`config.mk`:
```
export PLATFORM = sky130hd
export DESIGN_NAME = wide_target_flat
export DESIGN_NICKNAME = d
export VERILOG_FILES = /design/src/wide_neg_pkg.sv /design/src/wide_link_if.sv /design/src/msg_decode.sv /design/src/wide_target.sv /design/src/flat_wrapper.sv
export SDC_FILE = /design/constraint.sdc
export NUM_CORES = 1
export LEC_CHECK = 0
export BUFFER_PORTS_ARGS = -buffer_cell sky130_fd_sc_hd__buf_2
export CAP_MARGIN = 20
export CORE_UTILIZATION = 60
export CTS_CLUSTER_DIAMETER = 200
export CTS_CLUSTER_SIZE = 20
export DETAILED_ROUTE_END_ITERATION = 10
export PLACE_DENSITY = 0.78
export SLEW_MARGIN = 15
export SYNTH_ARGS = -nofsm -noshare
export SYNTH_HDL_FRONTEND = slang
export SYNTH_SLANG_ARGS = --single-unit
```
`constraint.sdc`:
```
create_clock -name clk -period 4.2 [get_ports clk]
set_input_delay 0.84 -clock clk [delete_from_list [all_inputs] [get_ports clk]]
set_output_delay 0.84 -clock clk [all_outputs]
set_load 0.05 [all_outputs]
```
`src/wide_neg_pkg.sv`:
```
// Purpose: shared constants for data path width negotiation
// Assumes: message-level link, one byte per req/ack pulse
// Notes: imported by both ends and by the message decoder
// ==========================================================
// Overview of operation
// - width message is 01h, 02h, 03h, exponent
// - renegotiate after resets and power cycle
// - wide device never rejects width message
// - negotiated width only in data phases
// - width before synchronous negotiation
// - accepted width message reverts synchronous mode
// - width bytes are two to exponent
// - one width for all logical units
// - offer largest, responder echoes or lowers
// - use responder width; zero or reject: 8-bit
// - initiator asserts atn, target replies
// - abnormal missing response: fall to 8-bit
// - reject or parity error negates agreement
// - parity error retransmit success restores agreement
// - target stops parity retries, initiator aborts
// - initiator asserts atn before last ack
// - no agreement until target leaves message out
// - target retry exhaustion: bus free, catastrophic
// - target reject after initiator reply negates
// - agreement persists until reset or renegotiation
// - avoid renegotiating on every selection
package wide_neg_pkg;
  localparam logic [7:0] MSG_EXT  = 8'h01;
  localparam logic [7:0] MSG_LEN  = 8'h02;
  localparam logic [7:0] MSG_WIDE = 8'h03;
  localparam logic [7:0] MSG_REJ  = 8'h07;
  localparam logic [7:0] MSG_PERR = 8'h09;
  localparam logic [7:0] MSG_BDR  = 8'h0c;
  localparam logic [1:0] EXP_8    = 2'h0;
  localparam logic [1:0] EXP_16   = 2'h1;
  localparam logic [1:0] EXP_32   = 2'h2;
  localparam logic [1:0] IDX_EXT  = 2'h0;
  localparam logic [1:0] IDX_LEN  = 2'h1;
  localparam logic [1:0] IDX_CODE = 2'h2;
  localparam logic [1:0] IDX_EXP  = 2'h3;
  localparam int ID_W      = 4;
  localparam int NPEER     = 2 ** ID_W;
  localparam int CLK_NS    = 4;
  localparam int TMO_NS    = 2000;
  localparam int TMO_CYC   = (TMO_NS + CLK_NS - 1) / CLK_NS;
  localparam int TMO_W     = 12;
  localparam int RETRY_MAX = 3;
  localparam int RT_W      = 4;

  typedef enum logic [2:0] {PH_FREE, PH_MSG_OUT, PH_MSG_IN, PH_DATA} phase_t;
  typedef enum logic [1:0] {MK_WDTR, MK_REJ, MK_PERR} msg_kind_t;

  function automatic logic [7:0] msg_byte(msg_kind_t k, logic [1:0] idx, logic [1:0] e);
    logic [7:0] b;
    b = MSG_REJ;
    if (k == MK_PERR) b = MSG_PERR;
    else if (k == MK_WDTR) begin
      case (idx)
        IDX_EXT:  b = MSG_EXT;
        IDX_LEN:  b = MSG_LEN;
        IDX_CODE: b = MSG_WIDE;
        default:  b = {6'h00, e};
      endcase
    end
    return b;
  endfunction : msg_byte

  function automatic logic msg_last(msg_kind_t k, logic [1:0] idx);
    return (k != MK_WDTR) || (idx == IDX_EXP);
  endfunction : msg_last

  // reserved exponents above 02h clamp down to our own limit
  function automatic logic [1:0] resp_exp(logic [7:0] off, logic [1:0] mine);
    return (off > {6'h00, mine}) ? mine : off[1:0];
  endfunction : resp_exp
endpackage : wide_neg_pkg

```
`src/wide_link_if.sv`:
```
// Purpose: message-level link between target and initiator
// Assumes: both ends on one clock; ack is a one-cycle pulse
// Notes: no clocking block, testbench joins the ends
`timescale 1ns/1ns
interface wide_link_if;
  wide_neg_pkg::phase_t          phase;
  logic                          req;
  logic [7:0]                    tgt_db;
  logic                          ack;
  logic                          atn;
  logic                          sel;
  logic [7:0]                    ini_db;
  logic [wide_neg_pkg::ID_W-1:0] ini_id;

  modport target (output phase, req, tgt_db, input ack, atn, sel, ini_db, ini_id);
  modport initiator (input phase, req, tgt_db, output ack, atn, sel, ini_db, ini_id);
endinterface : wide_link_if

```
`src/msg_decode.sv`:
```
// Purpose: classify incoming message bytes
// Assumes: take is high for exactly one cycle per byte
// Notes: strobes are combinational on the taken byte
`timescale 1ns/1ns
module msg_decode (
  input  wire logic       clk,
  input  wire logic       srst,
  input  wire logic       clr,
  input  wire logic       take,
  input  wire logic [7:0] byte_in,
  output logic            wdtr_ok,
  output logic            rej,
  output logic            perr,
  output logic            bdr,
  output logic            junk,
  output logic            mid
);
  import wide_neg_pkg::*;
  logic [1:0] idx_q;
  logic [1:0] idx_d;

  always_comb begin
    idx_d   = idx_q;
    wdtr_ok = 1'b0;
    rej     = 1'b0;
    perr    = 1'b0;
    bdr     = 1'b0;
    junk    = 1'b0;
    if (clr) idx_d = IDX_EXT;
    else if (take) begin
      case (idx_q)
        IDX_EXT: begin
          rej  = (byte_in == MSG_REJ);
          perr = (byte_in == MSG_PERR);
          bdr  = (byte_in == MSG_BDR);
          if (byte_in == MSG_EXT) idx_d = IDX_LEN;
          else junk = !(rej || perr || bdr);
        end
        IDX_LEN: begin
          idx_d = (byte_in == MSG_LEN) ? IDX_CODE : IDX_EXT;
          junk  = (byte_in != MSG_LEN);
        end
        IDX_CODE: begin
          idx_d = (byte_in == MSG_WIDE) ? IDX_EXP : IDX_EXT;
          junk  = (byte_in != MSG_WIDE);
        end
        default: begin
          wdtr_ok = 1'b1;
          idx_d   = IDX_EXT;
        end
      endcase
    end
  end

  assign mid = (idx_q != IDX_EXT);

  always_ff @(posedge clk) begin
    if (srst) idx_q <= IDX_EXT;
    else idx_q <= idx_d;
  end
endmodule : msg_decode

```
`src/wide_target.sv`:
```
// Purpose: target end of width negotiation with per-peer widths
// Assumes: initiator acks each req once, atn rises with last ack
// Notes: widths survive reselection; only resets and new
//        negotiation change them
`timescale 1ns/1ns
module wide_target #(
  parameter logic [1:0] MAX_EXP   = wide_neg_pkg::EXP_32,
  parameter int         RETRY_LIM = wide_neg_pkg::RETRY_MAX,
  parameter int         TMO_LIM   = wide_neg_pkg::TMO_CYC
) (
  input  wire logic       clk,
  input  wire logic       srst,
  wide_link_if.target     lk,
  input  wire logic       reneg,
  input  wire logic       sync_on,
  output logic [1:0]      data_exp_q,
  output logic            srev_q,
  output logic            cat_q,
  output logic            done_q
);
  import wide_neg_pkg::*;
  typedef enum logic [2:0] {S_IDLE, S_DATA, S_RX, S_TX, S_FREE} tstate_t;

  // ==========================================================
  // state
  // ==========================================================
  tstate_t         st_q, st_d;
  phase_t          ph_q, ph_d;
  msg_kind_t       kind_q, kind_d;
  logic [1:0]      idx_q, idx_d, resp_q, resp_d, dexp_d;
  logic [7:0]      db_q, db_d;
  logic [ID_W-1:0] id_q, id_d;
  logic [RT_W-1:0] rt_q, rt_d;
  logic [TMO_W-1:0] tmo_q, tmo_d;
  logic            req_q, req_d, orig_q, orig_d, chk_q, chk_d;
  logic            srev_d, cat_d, done_d;
  logic [1:0]      w_q [NPEER];
  logic [1:0]      w_d [NPEER];
  logic [NPEER-1:0] need_q, need_d;
  logic            wr_en, nd_clr, nd_set;
  logic [1:0]      wr_val;
  logic            tk, d_wdtr, d_rej, d_perr, d_bdr, d_junk, d_mid, rt_end;

  assign tk     = req_q && lk.ack;
  assign rt_end = (rt_q >= RT_W'(RETRY_LIM - 1));

  msg_decode u_dec (
    .clk     (clk),
    .srst    (srst),
    .clr     (st_q != S_RX),
    .take    (tk && st_q == S_RX),
    .byte_in (lk.ini_db),
    .wdtr_ok (d_wdtr),
    .rej     (d_rej),
    .perr    (d_perr),
    .bdr     (d_bdr),
    .junk    (d_junk),
    .mid     (d_mid)
  );

  task automatic go(input tstate_t s, input phase_t p);
    st_d = s;
    ph_d = p;
  endtask : go

  task automatic tx(input msg_kind_t k);
    go(S_TX, PH_MSG_IN);
    kind_d = k;
    idx_d  = IDX_EXT;
  endtask : tx

  task automatic settle(input logic [1:0] v);
    wr_en  = 1'b1;
    wr_val = v;
    nd_clr = 1'b1;
    done_d = 1'b1;
  endtask : settle

  // ==========================================================
  // negotiation sequencer
  // ==========================================================
  always_comb begin
    st_d = st_q; ph_d = ph_q; kind_d = kind_q; idx_d = idx_q; resp_d = resp_q;
    orig_d = orig_q; chk_d = chk_q; rt_d = rt_q; id_d = id_q;
    wr_en = 1'b0; wr_val = EXP_8; nd_clr = 1'b0; nd_set = 1'b0;
    srev_d = 1'b0; cat_d = 1'b0; done_d = 1'b0;
    tmo_d = tk ? '0 : tmo_q + TMO_W'(1);
    case (st_q)
      S_IDLE: begin
        ph_d = PH_FREE;
        if (lk.sel) begin
          id_d   = lk.ini_id;
          rt_d   = '0;
          chk_d  = 1'b0;
          orig_d = 1'b0;
          if (lk.atn) go(S_RX, PH_MSG_OUT);
          else if (need_q[lk.ini_id]) begin
            tx(MK_WDTR);
            orig_d = 1'b1;
            resp_d = MAX_EXP;
          end else go(S_DATA, PH_DATA);
        end
      end
      S_DATA: begin
        if (!lk.sel) go(S_IDLE, PH_FREE);
        else if (lk.atn) begin
          go(S_RX, PH_MSG_OUT);
          orig_d = 1'b0;
          chk_d  = 1'b0;
        end
      end
      S_TX: if (tk) begin
        if (!msg_last(kind_q, idx_q)) idx_d = idx_q + 2'h1;
        else if (kind_q == MK_REJ) begin
          settle(EXP_8);
          go(S_DATA, PH_DATA);
        end else if (orig_q) begin
          if (lk.atn) go(S_RX, PH_MSG_OUT);
          else begin
            settle(EXP_8);
            go(S_DATA, PH_DATA);
          end
        end else begin
          settle(resp_q);
          if (lk.atn) begin
            go(S_RX, PH_MSG_OUT);
            chk_d = 1'b1;
          end else go(S_DATA, PH_DATA);
        end
      end
      S_RX: begin
        if (d_wdtr && orig_q) begin
          if (lk.ini_db > {6'h00, resp_q}) tx(MK_REJ);
          else begin
            settle(lk.ini_db[1:0]);
            srev_d = sync_on;
            go(S_DATA, PH_DATA);
          end
        end else if (d_wdtr) begin
          resp_d = resp_exp(lk.ini_db, MAX_EXP);
          srev_d = sync_on;
          rt_d   = '0;
          tx(MK_WDTR);
        end else if (d_rej) begin
          settle(EXP_8);
          go(S_DATA, PH_DATA);
        end else if (d_perr && chk_q) begin
          wr_en = 1'b1;
          if (rt_end) begin
            settle(EXP_8);
            go(S_FREE, PH_FREE);
          end else begin
            rt_d = rt_q + RT_W'(1);
            tx(MK_WDTR);
          end
        end else if (d_bdr) begin
          wr_en  = 1'b1;
          nd_set = 1'b1;
          go(S_FREE, PH_FREE);
        end else if (d_junk && orig_q) begin
          if (rt_end) begin
            settle(EXP_8);
            cat_d = 1'b1;
            go(S_FREE, PH_FREE);
          end else rt_d = rt_q + RT_W'(1);
        end else if (!lk.atn && !d_mid && !tk) begin
          if (orig_q) settle(EXP_8);
          go(S_DATA, PH_DATA);
        end
      end
      S_FREE: if (!lk.sel) go(S_IDLE, PH_FREE);
      default: go(S_IDLE, PH_FREE);
    endcase
    // a stalled exchange must not hang the bus
    if ((st_q == S_TX || st_q == S_RX) && tmo_q == TMO_W'(TMO_LIM - 1)) begin
      settle(EXP_8);
      go(S_FREE, PH_FREE);
    end
    if (st_d != S_TX && st_d != S_RX) tmo_d = '0;
    req_d  = (st_d == S_TX || st_d == S_RX) && !tk;
    db_d   = msg_byte(kind_d, idx_d, resp_d);
    dexp_d = (ph_d == PH_DATA) ? (wr_en ? wr_val : w_q[id_d]) : EXP_8;
  end

  // ==========================================================
  // per-peer width table
  // ==========================================================
  for (genvar g = 0; g < NPEER; g++) begin : g_peer
    logic hit;
    assign hit = (id_q == ID_W'(g));
    always_comb begin
      w_d[g] = (wr_en && hit) ? wr_val : w_q[g];
      // set beats clear so a reset request is never lost
      need_d[g] = reneg || (nd_set && hit) || (need_q[g] && !(nd_clr && hit));
    end
    always_ff @(posedge clk) begin
      if (srst) begin
        w_q[g]    <= EXP_8;
        need_q[g] <= 1'b1;
      end else begin
        w_q[g]    <= w_d[g];
        need_q[g] <= need_d[g];
      end
    end
  end

  assign lk.phase  = ph_q;
  assign lk.req    = req_q;
  assign lk.tgt_db = db_q;

  always_ff @(posedge clk) begin
    if (srst) begin
      st_q <= S_IDLE; ph_q <= PH_FREE; kind_q <= MK_WDTR; idx_q <= IDX_EXT;
      resp_q <= EXP_8; orig_q <= 1'b0; chk_q <= 1'b0; rt_q <= '0; id_q <= '0;
      tmo_q <= '0; req_q <= 1'b0; db_q <= 8'h00; data_exp_q <= EXP_8;
      srev_q <= 1'b0; cat_q <= 1'b0; done_q <= 1'b0;
    end else begin
      st_q <= st_d; ph_q <= ph_d; kind_q <= kind_d; idx_q <= idx_d;
      resp_q <= resp_d; orig_q <= orig_d; chk_q <= chk_d; rt_q <= rt_d; id_q <= id_d;
      tmo_q <= tmo_d; req_q <= req_d; db_q <= db_d; data_exp_q <= dexp_d;
      srev_q <= srev_d; cat_q <= cat_d; done_q <= done_d;
    end
  end
endmodule : wide_target

```
`src/flat_wrapper.sv`:
```
// flat-port wrapper written by rule: the top's interface ports become plain ports
module wide_target_flat import wide_neg_pkg::*;
#(
  parameter logic [1:0] MAX_EXP   = wide_neg_pkg::EXP_32,
  parameter int         RETRY_LIM = wide_neg_pkg::RETRY_MAX,
  parameter int         TMO_LIM   = wide_neg_pkg::TMO_CYC
)
  (clk, srst, reneg, sync_on, data_exp_q, srev_q, cat_q, done_q, lk_phase, lk_req, lk_tgt_db, lk_ack, lk_atn, lk_sel, lk_ini_db, lk_ini_id);
  wide_link_if lk_i ();
  input  wire logic clk;
  input  wire logic srst;
  input  wire logic reneg;
  input  wire logic sync_on;
  output logic [1:0] data_exp_q;
  output logic srev_q;
  output logic cat_q;
  output logic done_q;
  output wire logic [$bits(lk_i.phase)-1:0] lk_phase;
  output wire logic [$bits(lk_i.req)-1:0] lk_req;
  output wire logic [$bits(lk_i.tgt_db)-1:0] lk_tgt_db;
  input wire logic [$bits(lk_i.ack)-1:0] lk_ack;
  input wire logic [$bits(lk_i.atn)-1:0] lk_atn;
  input wire logic [$bits(lk_i.sel)-1:0] lk_sel;
  input wire logic [$bits(lk_i.ini_db)-1:0] lk_ini_db;
  input wire logic [$bits(lk_i.ini_id)-1:0] lk_ini_id;
  assign lk_phase = lk_i.phase;
  assign lk_req = lk_i.req;
  assign lk_tgt_db = lk_i.tgt_db;
  assign lk_i.ack = lk_ack;
  assign lk_i.atn = lk_atn;
  assign lk_i.sel = lk_sel;
  assign lk_i.ini_db = lk_ini_db;
  assign lk_i.ini_id = lk_ini_id;
  wide_target #(.MAX_EXP(MAX_EXP), .RETRY_LIM(RETRY_LIM), .TMO_LIM(TMO_LIM)) u_core (.clk(clk), .srst(srst), .lk(lk_i), .reneg(reneg), .sync_on(sync_on), .data_exp_q(data_exp_q), .srev_q(srev_q), .cat_q(cat_q), .done_q(done_q));
endmodule
```
==> flow_summary_export.csv, run 1 <==
group,metric,value,unit
sta,finalCritPeriodShare,78.4,%
routing,via_per_inst,6.42,
synth,synth_edf_count,32,
clock_network,cts_sinks,94,
setup_path,crit_type,"input pin to flop",
sta,tightest_slew,825,ps
synth,synth_area,5390,sq um
routing,dr.first_iter.drc_count,220,
floorplan,row_count,34,
setup_path,cp_num_buf_inv,1,
setup_path,r2r_start,"u_core.st_q[0]",
setup_path,cp.required,4410,ps
clock_network,cts_tree,"built",
finish,drive_above_1_share,14.7,%
synth,yosysWarnings,0,
outcome,status,"completed",
setup_path,crit_family,"simple AND/OR/NAND/NOR gates",
place,io_buffers,31,
place,place_congestion,0.932,
setup_path,path_max_fanout,16,
sta,fin_setup_tns,0,ps
clock_network,cts_setup_buffers,0,
global_route,grt_use_total,29.9,%
setup_path,path_depth,8,
synth,synth_area_leaders,"dfxtp_1 (23%), edfxtp_1 (18%), nor2_1 (5.0%)",
sta,rsz0062_at_grt,"no",
setup_path,arrival,3500,ps
clock_network,htree_levels,3,
finish,finalNetCount,656,
setup_path,start_kind,"input pin",
synth,synth_top_area_cell,"dfxtp_1",
floorplan,chipHeight,96.8,um
pwr,p_leak,2.16,nW
sta,fmax,0.304,GHz
hold_path,worstHoldStart,"u_core.need_q[11]",
setup_path,reg2reg_slack,910,ps
clock_network,cts_root_buf,"clkbuf_8",
floorplan,die_area,9370,sq um
routing,wl_per_cell,18.5,um
finish,antennaDiodeCount,0,
sta,final.setup_skew,15.5,ps
sta,slew_violations,0,
synth,synth_area_per_cell,8.84,sq um
floorplan,initial_core_util,61.8,%
run,cap_viol_max_count,0,
sta,setup_violations,0,
clock_network,ctsResizeCount,0,
setup_path,slowest_delay,640,ps
global_route,first_global_vias,4438,
clock_network,clkTransAtPathRegs,100,ps
sta,slew_headroom,45.0,%
global_route,grt_max_degree,45,
setup_path,endpoint_kind,"flop",
routing,vias,4758,
routing,totalWireLength,13700,um
clock_network,cts-buffers-inserted,9,
finish,fin_util,66.6,%
global_route,antenna_found_initial,0,
floorplan,io_pins,36,
synth,ys_ff_latch,94,
hold_path,min_to,"u_core.need_q[11]",
clock_network,hold_buffers,0,
finish,synthToLayoutAreaGrowth,7.73,%
synth,synth_most_common_cell,"nor2_1",
sta,period_needed,3290,ps
routing,antenna_left,0,
sta,hold_ws,468,ps
hold_path,hp-class,"flop to flop",
pwr,power-per-cell-area,337,nW/um^2
setup_path,reg2reg_depth,8,
sta,finalHoldViolCount,0,
hold_path,min_path_cells,2,
synth,synth-main-ff-cell,"dfxtp_1",
pwr,vdd_drop_max,0.194,mV
pwr,p_total,1.96,mW
global_route,grt_first_pass_wirelength,22300,um
routing,first_pass_iters,4,
clock_network,clk-insertion-delay-late,370,ps
setup_path,reg2reg_to,"u_core.w_q[1][0]",
global_route,grt-ovfl-total,0,
synth,synth_top_area_share,23.0,%
place,place_hpwl,10100,um
floorplan,coreArea,8720,sq um
setup_path,path_cells,"buf_2 > or4_1 > nor3_2 > a31oi_4 > a211oi_1 > a311o_1 > or3b_1 > nor2_1",
routing,drc_errors,0,
synth,async_flop_share,0,%
synth,yosysSeqAreaShare,40.8,%
synth,synth_common_cells,"nor2_1 (72), dfxtp_1 (62), nand2_1 (62)",
clock_network,clock_path_buffers,2,
setup_path,critPathSlowestCell,"or3b_1",
synth,yosysUniqueCellTypes,76,
floorplan,die_w,96.8,um
synth,synthCells,610,
==> cell usage in the layout (no fill, tap or decap), types with 9 or more instances in the layout <==
master    instances
xor2_1            9
ha_1              9
dfxtp_1          62
nor2_4           10
buf_4            15
nand3_1          23
a21oi_1          38
a211oi_1         11
buf_2            31
nand2b_1         13
nand2_1          62
nand4_1           9
mux2i_1          12
a21o_1           22
nor3_1           21
nor2_1           72
inv_1            11
clkbuf_8          9
o21ai_0          30
edfxtp_1         32
==> stage by stage <==
stage / area (sq um) / instances / worst slack (ps)
2_1_floorplan: 5400 / 613 / 884
3_3_place_gp: 5590 / 725 / 722
5_1_grt: 5810 / 741 / 656
6_report: 5810 / 741 / 909
3_5_place_dp: 5590 / 725 / 577
4_1_cts: 5810 / 741 / 938
==> worst reg2reg max path, cell delays in order, from the launching register on <==
cell and delay, ps:
dfxtp_1 310, buf_4 190, or3b_4 510, or3_1 530, a31oi_4 290, a211oi_1 100
a311o_1 420, or3b_1 580, nor2_1 90
==> per-layer routing <==
| metal | track usage, % | share of wire, % | vias to the layer above |
|---|---|---|---|
| met5 | 0 | 0 | - |
| met4 | 18.0 | 4.9 | 0 |
| met3 | 4.48 | 5.2 | 45 |
| met2 | 49.6 | 49 | 187 |
| met1 | 36.6 | 41 | 2267 |
| li1 | - | - | 2259 |
==> worst max-delay path by stage <==
stage	start	to	slack (ps)
global placement	lk_ini_db[4]	u_core.w_q[3][0]	720
detailed placement	lk_ini_db[4]	u_core.w_q[2][0]	580
finish	lk_ini_db[4]	u_core.w_q[1][0]	910
CTS	u_core.st_q[0]	u_core.w_q[1][0]	940
global route	lk_ini_db[4]	u_core.w_q[15][0]	660
floorplan	lk_ini_id[0]	u_core.lk.tgt_db[0]	880
==> layout make-up <==
| cell class | count | area (sq um) |
|---|---|---|
| multi-input cells | 466 | 2950 |
| clock inverters | 5 | 63.8 |
| fillers | 739 | 2910 |
| flip-flops and latches | 94 | 2200 |
| repair buffers | 46 | 268 |
| well taps | 108 | 135 |
| inverters | 11 | 41.3 |
| clock buffers | 11 | 153 |
==> power by group <==
part	internal [mW]	leakage [nW]	switching, mW	total [mW]
Combinational	0.106	1.23	0.194	0.300
Sequential	0.963	0.820	0.0281	0.991
Clock	0.320	0.111	0.348	0.668
Total	1.39	2.16	0.570	1.96
==> state kept, by name, summed over array words and instances (netlist names), 3 cells and up <==
signal and flops:
u_core.id_q 4, u_core.lk.phase 3, u_core.lk.tgt_db 4, u_core.need_q 16, u_core.rt_q 4, u_core.st_q 3, u_core.tmo_q 12, u_core.w_q 32
==> logic make-up (layout without fill, tap and decap cells) <==
group,after synthesis,after routing,synth area share [%]
AO/OA/AOI/OAI,145,145,17.8
adder cells (fa/ha/maj),9,9,2.09
buffers and inverters,53,73,4.85
XOR/XNOR,11,11,1.79
other,1,4,0.0695
AND/OR/NAND/NOR,274,274,27.0
multiplexers,23,23,5.57
flip-flops,94,94,40.8
No activity file was read; power rests on OpenSTA's default activity.
==> inputs of run 2 (changes only) <==
Settings changed: CORE_UTILIZATION 60 to 55, PLACE_DENSITY 0.78 to 0.75.
Clock period 4.2 ns to 3 ns, I/O delays scaled along.
==> run 2 against run 1 <==
Register-to-register slack got worse by 720 ps; largest cell class unchanged; setup slack worse by 750 ps; largest power group unchanged; critical path depth is 3 higher; via count is 5.1% higher; sequential power rose by 40%; combinational power increased by 57%; utilization is 0.53 points lower.
==> flow_summary_export.csv, run 2 (synthesis gave the netlist of run 1 again) <==
group,metric,value,unit
clock_network,clkTransAtPathRegs,100,ps
global_route,grt_max_degree,28,
sta,period_needed,2840,ps
routing,drc_errors,0,
clock_network,cts_root_buf,"clkbuf_8",
setup_path,endpoint_kind,"flop",
sta,fin_setup_tns,0,ps
finish,finalNetCount,692,
floorplan,chipHeight,101,um
place,io_buffers,31,
pwr,power-per-cell-area,447,nW/um^2
finish,largest_reg_flops,32,
routing,dr.first_iter.drc_count,540,
setup_path,cp.required,3270,ps
clock_network,cts_setup_buffers,0,
clock_network,cts-buffers-inserted,9,
finish,multi_input_area,3000,sq um
sta,fmax,0.353,GHz
global_route,first_global_vias,4654,
hold_path,min_to,"u_core.rt_q[0]",
clock_network,clk-insertion-delay-late,380,ps
place,placed_area,5940,sq um
outcome,status,"completed",
place,place_congestion,0.930,
floorplan,die_w,101,um
clock_network,clock_path_buffers,2,
routing,totalWireLength,14800,um
setup_path,path_max_fanout,5,
finish,antennaDiodeCount,0,
finish,final_area,6190,sq um
floorplan,io_pins,36,
sta,slew_headroom,62.3,%
setup_path,reg2reg_depth,15,
setup_path,arrival,3100,ps
clock_network,cts_sinks,94,
clock_network,cts_tree,"built",
routing,vias,5001,
finish,seqCellArea,2200,sq um
finish,final_cells,798,
finish,fin_util,66.1,%
run,cap_viol_max_count,0,
finish,drive_above_1_share,20.9,%
routing,antenna_left,0,
floorplan,initial_core_util,57.5,%
hold_path,worstHoldStart,"u_core.rt_q[0]",
routing,wl_per_cell,18.6,um
routing,via_per_inst,6.27,
clock_network,htree_levels,3,
pwr,p_leak,2.36,nW
sta,slew_violations,0,
routing,first_pass_iters,5,
place,place_hpwl,10800,um
clock_network,hold_buffers,0,
place,place_inst,782,
global_route,grt_use_total,31.0,%
sta,final.setup_skew,16.6,ps
setup_path,crit_type,"input pin to flop",
pwr,vdd_drop_max,0.289,mV
setup_path,reg2reg_to,"u_core.lk.tgt_db[1]",
sta,tightest_slew,550,ps
global_route,antenna_found_initial,0,
floorplan,die_area,10200,sq um
hold_path,hp-class,"flop to flop",
sta,finalWorstSetupSlack,164,ps
floorplan,coreArea,9370,sq um
clock_network,ctsResizeCount,0,
finish,top_regs,"u_core.w_q (32), u_core.need_q (16), u_core.tmo_q (12)",
pwr,p_total,2.77,mW
floorplan,row_count,35,
sta,finalHoldViolCount,0,
setup_path,reg2reg_slack,190,ps
finish,most-common-layout-cells,"nor2_1 (72), nand2_1 (62), dfxtp_1 (61)",
sta,finalCritPeriodShare,94.5,%
finish,regMostFlops,"u_core.w_q",
global_route,grt-ovfl-total,0,
global_route,grt_first_pass_wirelength,24200,um
hold_path,min_path_cells,1,
sta,setup_violations,0,
finish,synthToLayoutAreaGrowth,14.8,%
finish,nFillCells,820,
place,preCtsSetupSlack,-207,ps
setup_path,start_kind,"input pin",
sta,hold_ws,466,ps
finish,layout_commonest_cell,"nor2_1",
setup_path,r2r_start,"u_core.rt_q[0]",
==> run 2: routing by layer <==
layer  up-vias  track usage [%]  part of all wire, %
met5         -                0                    0
met4         0             10.6                  2.2
met3        34             5.69                  8.5
met2       240             47.9                   45
met1      2393             43.6                   44
li1       2334                -                    -
==> run 2: critical path, cell delays in order <==
cell and delay [ps]:
buf_2 180, mux4_2 530, mux4_2 480, nand3_1 130
a2bb2oi_1 180, or3_4 170, mux2i_2 90, buf_4 170
ha_1 280, o211ai_1 200, a21oi_1 90
==> run 2: final cells by class <==
class                      instances  share of cell area, %
multi-input combinational        466                   48.4
sequential                        94                   35.6
tap                              129                   2.61
timing repair buffer              82                   9.29
inverter                          11                  0.667
clock buffer                       9                   2.00
clock inverter                     7                   1.43
==> run 2: power breakdown <==
part	internal, mW	switching, mW	leakage, nW
sequential	1.35	0.0393	0.821
combinational	0.178	0.293	1.43
clock	0.405	0.507	0.109
total	1.93	0.839	2.36
==> run 2: worst max path at each step <==
stage | startpoint | to | slack (ps) | cells after the start
3_3_place_gp | lk_ini_id[0] | u_core.lk.tgt_db[0] | -80 | 12
2_1_floorplan | lk_ini_db[4] | u_core.w_q[15][1] | 3 | 10
6_report | lk_ini_id[0] | u_core.lk.tgt_db[1] | 160 | 11
3_5_place_dp | lk_ini_id[0] | u_core.lk.tgt_db[0] | -210 | 12
5_1_grt | u_core.rt_q[0] | u_core.lk.tgt_db[1] | -20 | 15
4_1_cts | u_core.rt_q[0] | u_core.lk.tgt_db[0] | 80 | 14
==> inputs of run 3 (changes only) <==
==> constraint.sdc (replaced) <==
create_clock -name clk -period 3 [get_ports clk]
set_input_delay 0.3 -clock clk [delete_from_list [all_inputs] [get_ports clk]]
set_output_delay 0.3 -clock clk [all_outputs]
set_load 0.05 [all_outputs]
==> run 3 against run 2 <==
Clock power fell by 13%; sequential power barely moved; non-clock buffer count fell by 18; critical endpoint is now u_core.w_q[11][1]; first-iteration DRC count rose by 4.4%; critical path depth fell by 3; die area did not move; global-route usage rose by 0.16 points; final cell count fell by 2.3%; power fell by 4.6%; hold slack got worse by 330 ps; setup slack got worse by 18 ps.
==> flow_summary_export.csv, run 3 (synthesis gave the netlist of run 1 again) <==
group,metric,value,unit
outcome,status,"completed",
routing,vias,4957,
global_route,grt_max_degree,45,
place,io_buffers,31,
sta,finalCritPeriodShare,95.1,%
routing,antenna_left,0,
pwr,p_leak,2.24,nW
place,place_congestion,0.950,
sta,final.setup_skew,15.4,ps
finish,seqCellArea,2200,sq um
finish,finalNetCount,674,
place,place_hpwl,10700,um
sta,fmax,0.350,GHz
pwr,vdd_drop_max,0.234,mV
sta,tightest_slew,902,ps
hold_path,hp-class,"input pin to flop",
routing,totalWireLength,14800,um
routing,drc_errors,0,
floorplan,die_area,10200,sq um
clock_network,htree_levels,3,
floorplan,row_count,35,
clock_network,cts_setup_buffers,0,
finish,layout_commonest_cell,"nor2_1",
setup_path,crit_type,"flop to flop",
finish,fin_util,63.9,%
finish,drive_above_1_share,18.0,%
finish,synthToLayoutAreaGrowth,11.0,%
finish,multi_input_area,2990,sq um
clock_network,cts-buffers-inserted,9,
sta,slew_headroom,39.9,%
floorplan,initial_core_util,57.5,%
setup_path,start_kind,"flop",
clock_network,cts_tree,"built",
global_route,antenna_found_initial,0,
floorplan,coreArea,9370,sq um
clock_network,cts_sinks,94,
clock_network,cts_root_buf,"clkbuf_8",
setup_path,path_max_fanout,16,
finish,largest_reg_flops,32,
pwr,power-per-cell-area,442,nW/um^2
routing,wl_per_cell,19.0,um
run,cap_viol_max_count,0,
sta,finalHoldViolCount,0,
setup_path,endpoint_kind,"flop",
setup_path,cp.required,3230,ps
sta,slew_violations,0,
sta,rsz0062_at_grt,"yes",
clock_network,clk-insertion-delay-late,380,ps
finish,nFillCells,838,
clock_network,clock_path_buffers,2,
finish,antennaDiodeCount,0,
global_route,grt_use_total,31.2,%
floorplan,die_w,101,um
routing,first_pass_iters,5,
sta,setup_violations,0,
finish,regMostFlops,"u_core.w_q",
routing,dr.first_iter.drc_count,564,
routing,via_per_inst,6.36,
sta,fin_setup_tns,0,ps
floorplan,io_pins,36,
finish,most-common-layout-cells,"nor2_1 (72), nand2_1 (62), dfxtp_1 (62)",
global_route,first_global_vias,4706,
finish,top_regs,"u_core.w_q (32), u_core.need_q (16), u_core.tmo_q (12)",
clock_network,hold_buffers,0,
clock_network,clkTransAtPathRegs,110,ps
floorplan,chipHeight,101,um
setup_path,arrival,3090,ps
sta,period_needed,2850,ps
global_route,grt-ovfl-total,0,
global_route,grt_first_pass_wirelength,24400,um
[run 3: cell types whose count changed in the layout (fill, tap and decap cells not counted), moves of 2 or more]
cell        delta
clkinvlp_4     +2
buf_4         -16
nor3_1         +2
buf_12         -2
[run 3: critical path: stages, from the launching register on]
cell	delay (ps)
dfxtp_1	390
or3b_4	470
or3_1	440
buf_4	200
a211oi_1	230
a311o_1	240
or3b_1	420
buf_12	200
nor2_1	120
[run 3: final cells by class]
type | instances | area share [%]
clock inverter | 7 | 0.815
sequential | 94 | 36.8
multi-input combinational | 466 | 50.0
clock buffer | 9 | 2.07
timing repair buffer | 64 | 6.94
inverter | 11 | 0.690
tap | 129 | 2.70
[run 3: worst paths after layout]
path | from | to | slack (ps) | cells past startpoint
min reg2reg | u_core.tmo_q[0] | u_core.tmo_q[0] | 470 | 1
max | u_core.st_q[2] | u_core.w_q[11][1] | 150 | 8
max reg2reg | u_core.st_q[2] | u_core.w_q[11][1] | 150 | 8
min | sync_on | u_core.srev_q | 140 | 3
[run 3: metrics by stage]
stage	area (sq um)	hold WS, ps	setup slack [ps]	total power [mW]	std cells
final	5980	140	146	2.64	780
after CTS	5940	148	17.9	2.62	780
after detailed placement	5770	455	-34.6	1.86	764
after global routing	5980	162	-19.8	2.73	780
after floorplan	5400	428	76.4	1.71	613
after global placement	5770	439	84.5	1.85	764
[run 3: power by group]
part	leakage, nW	internal, mW	switching (mW)
registers	0.820	1.35	0.0331
logic	1.33	0.169	0.302
clock network	0.0850	0.305	0.487
[run 3: layer usage]
metal  wire [um]  vias to the layer above  track usage (%)
met4         246                        0             10.0
li1            -                     2286                -
met2        6340                      269             46.3
met1        6650                     2379             45.3
met5           0                        -                0
met3        1570                       23             6.52
[run 3: repair_timing]
action,in CTS,in global routing
setup endpoints to repair,0,19
resized for setup,0,8
hold endpoints to repair,0,0
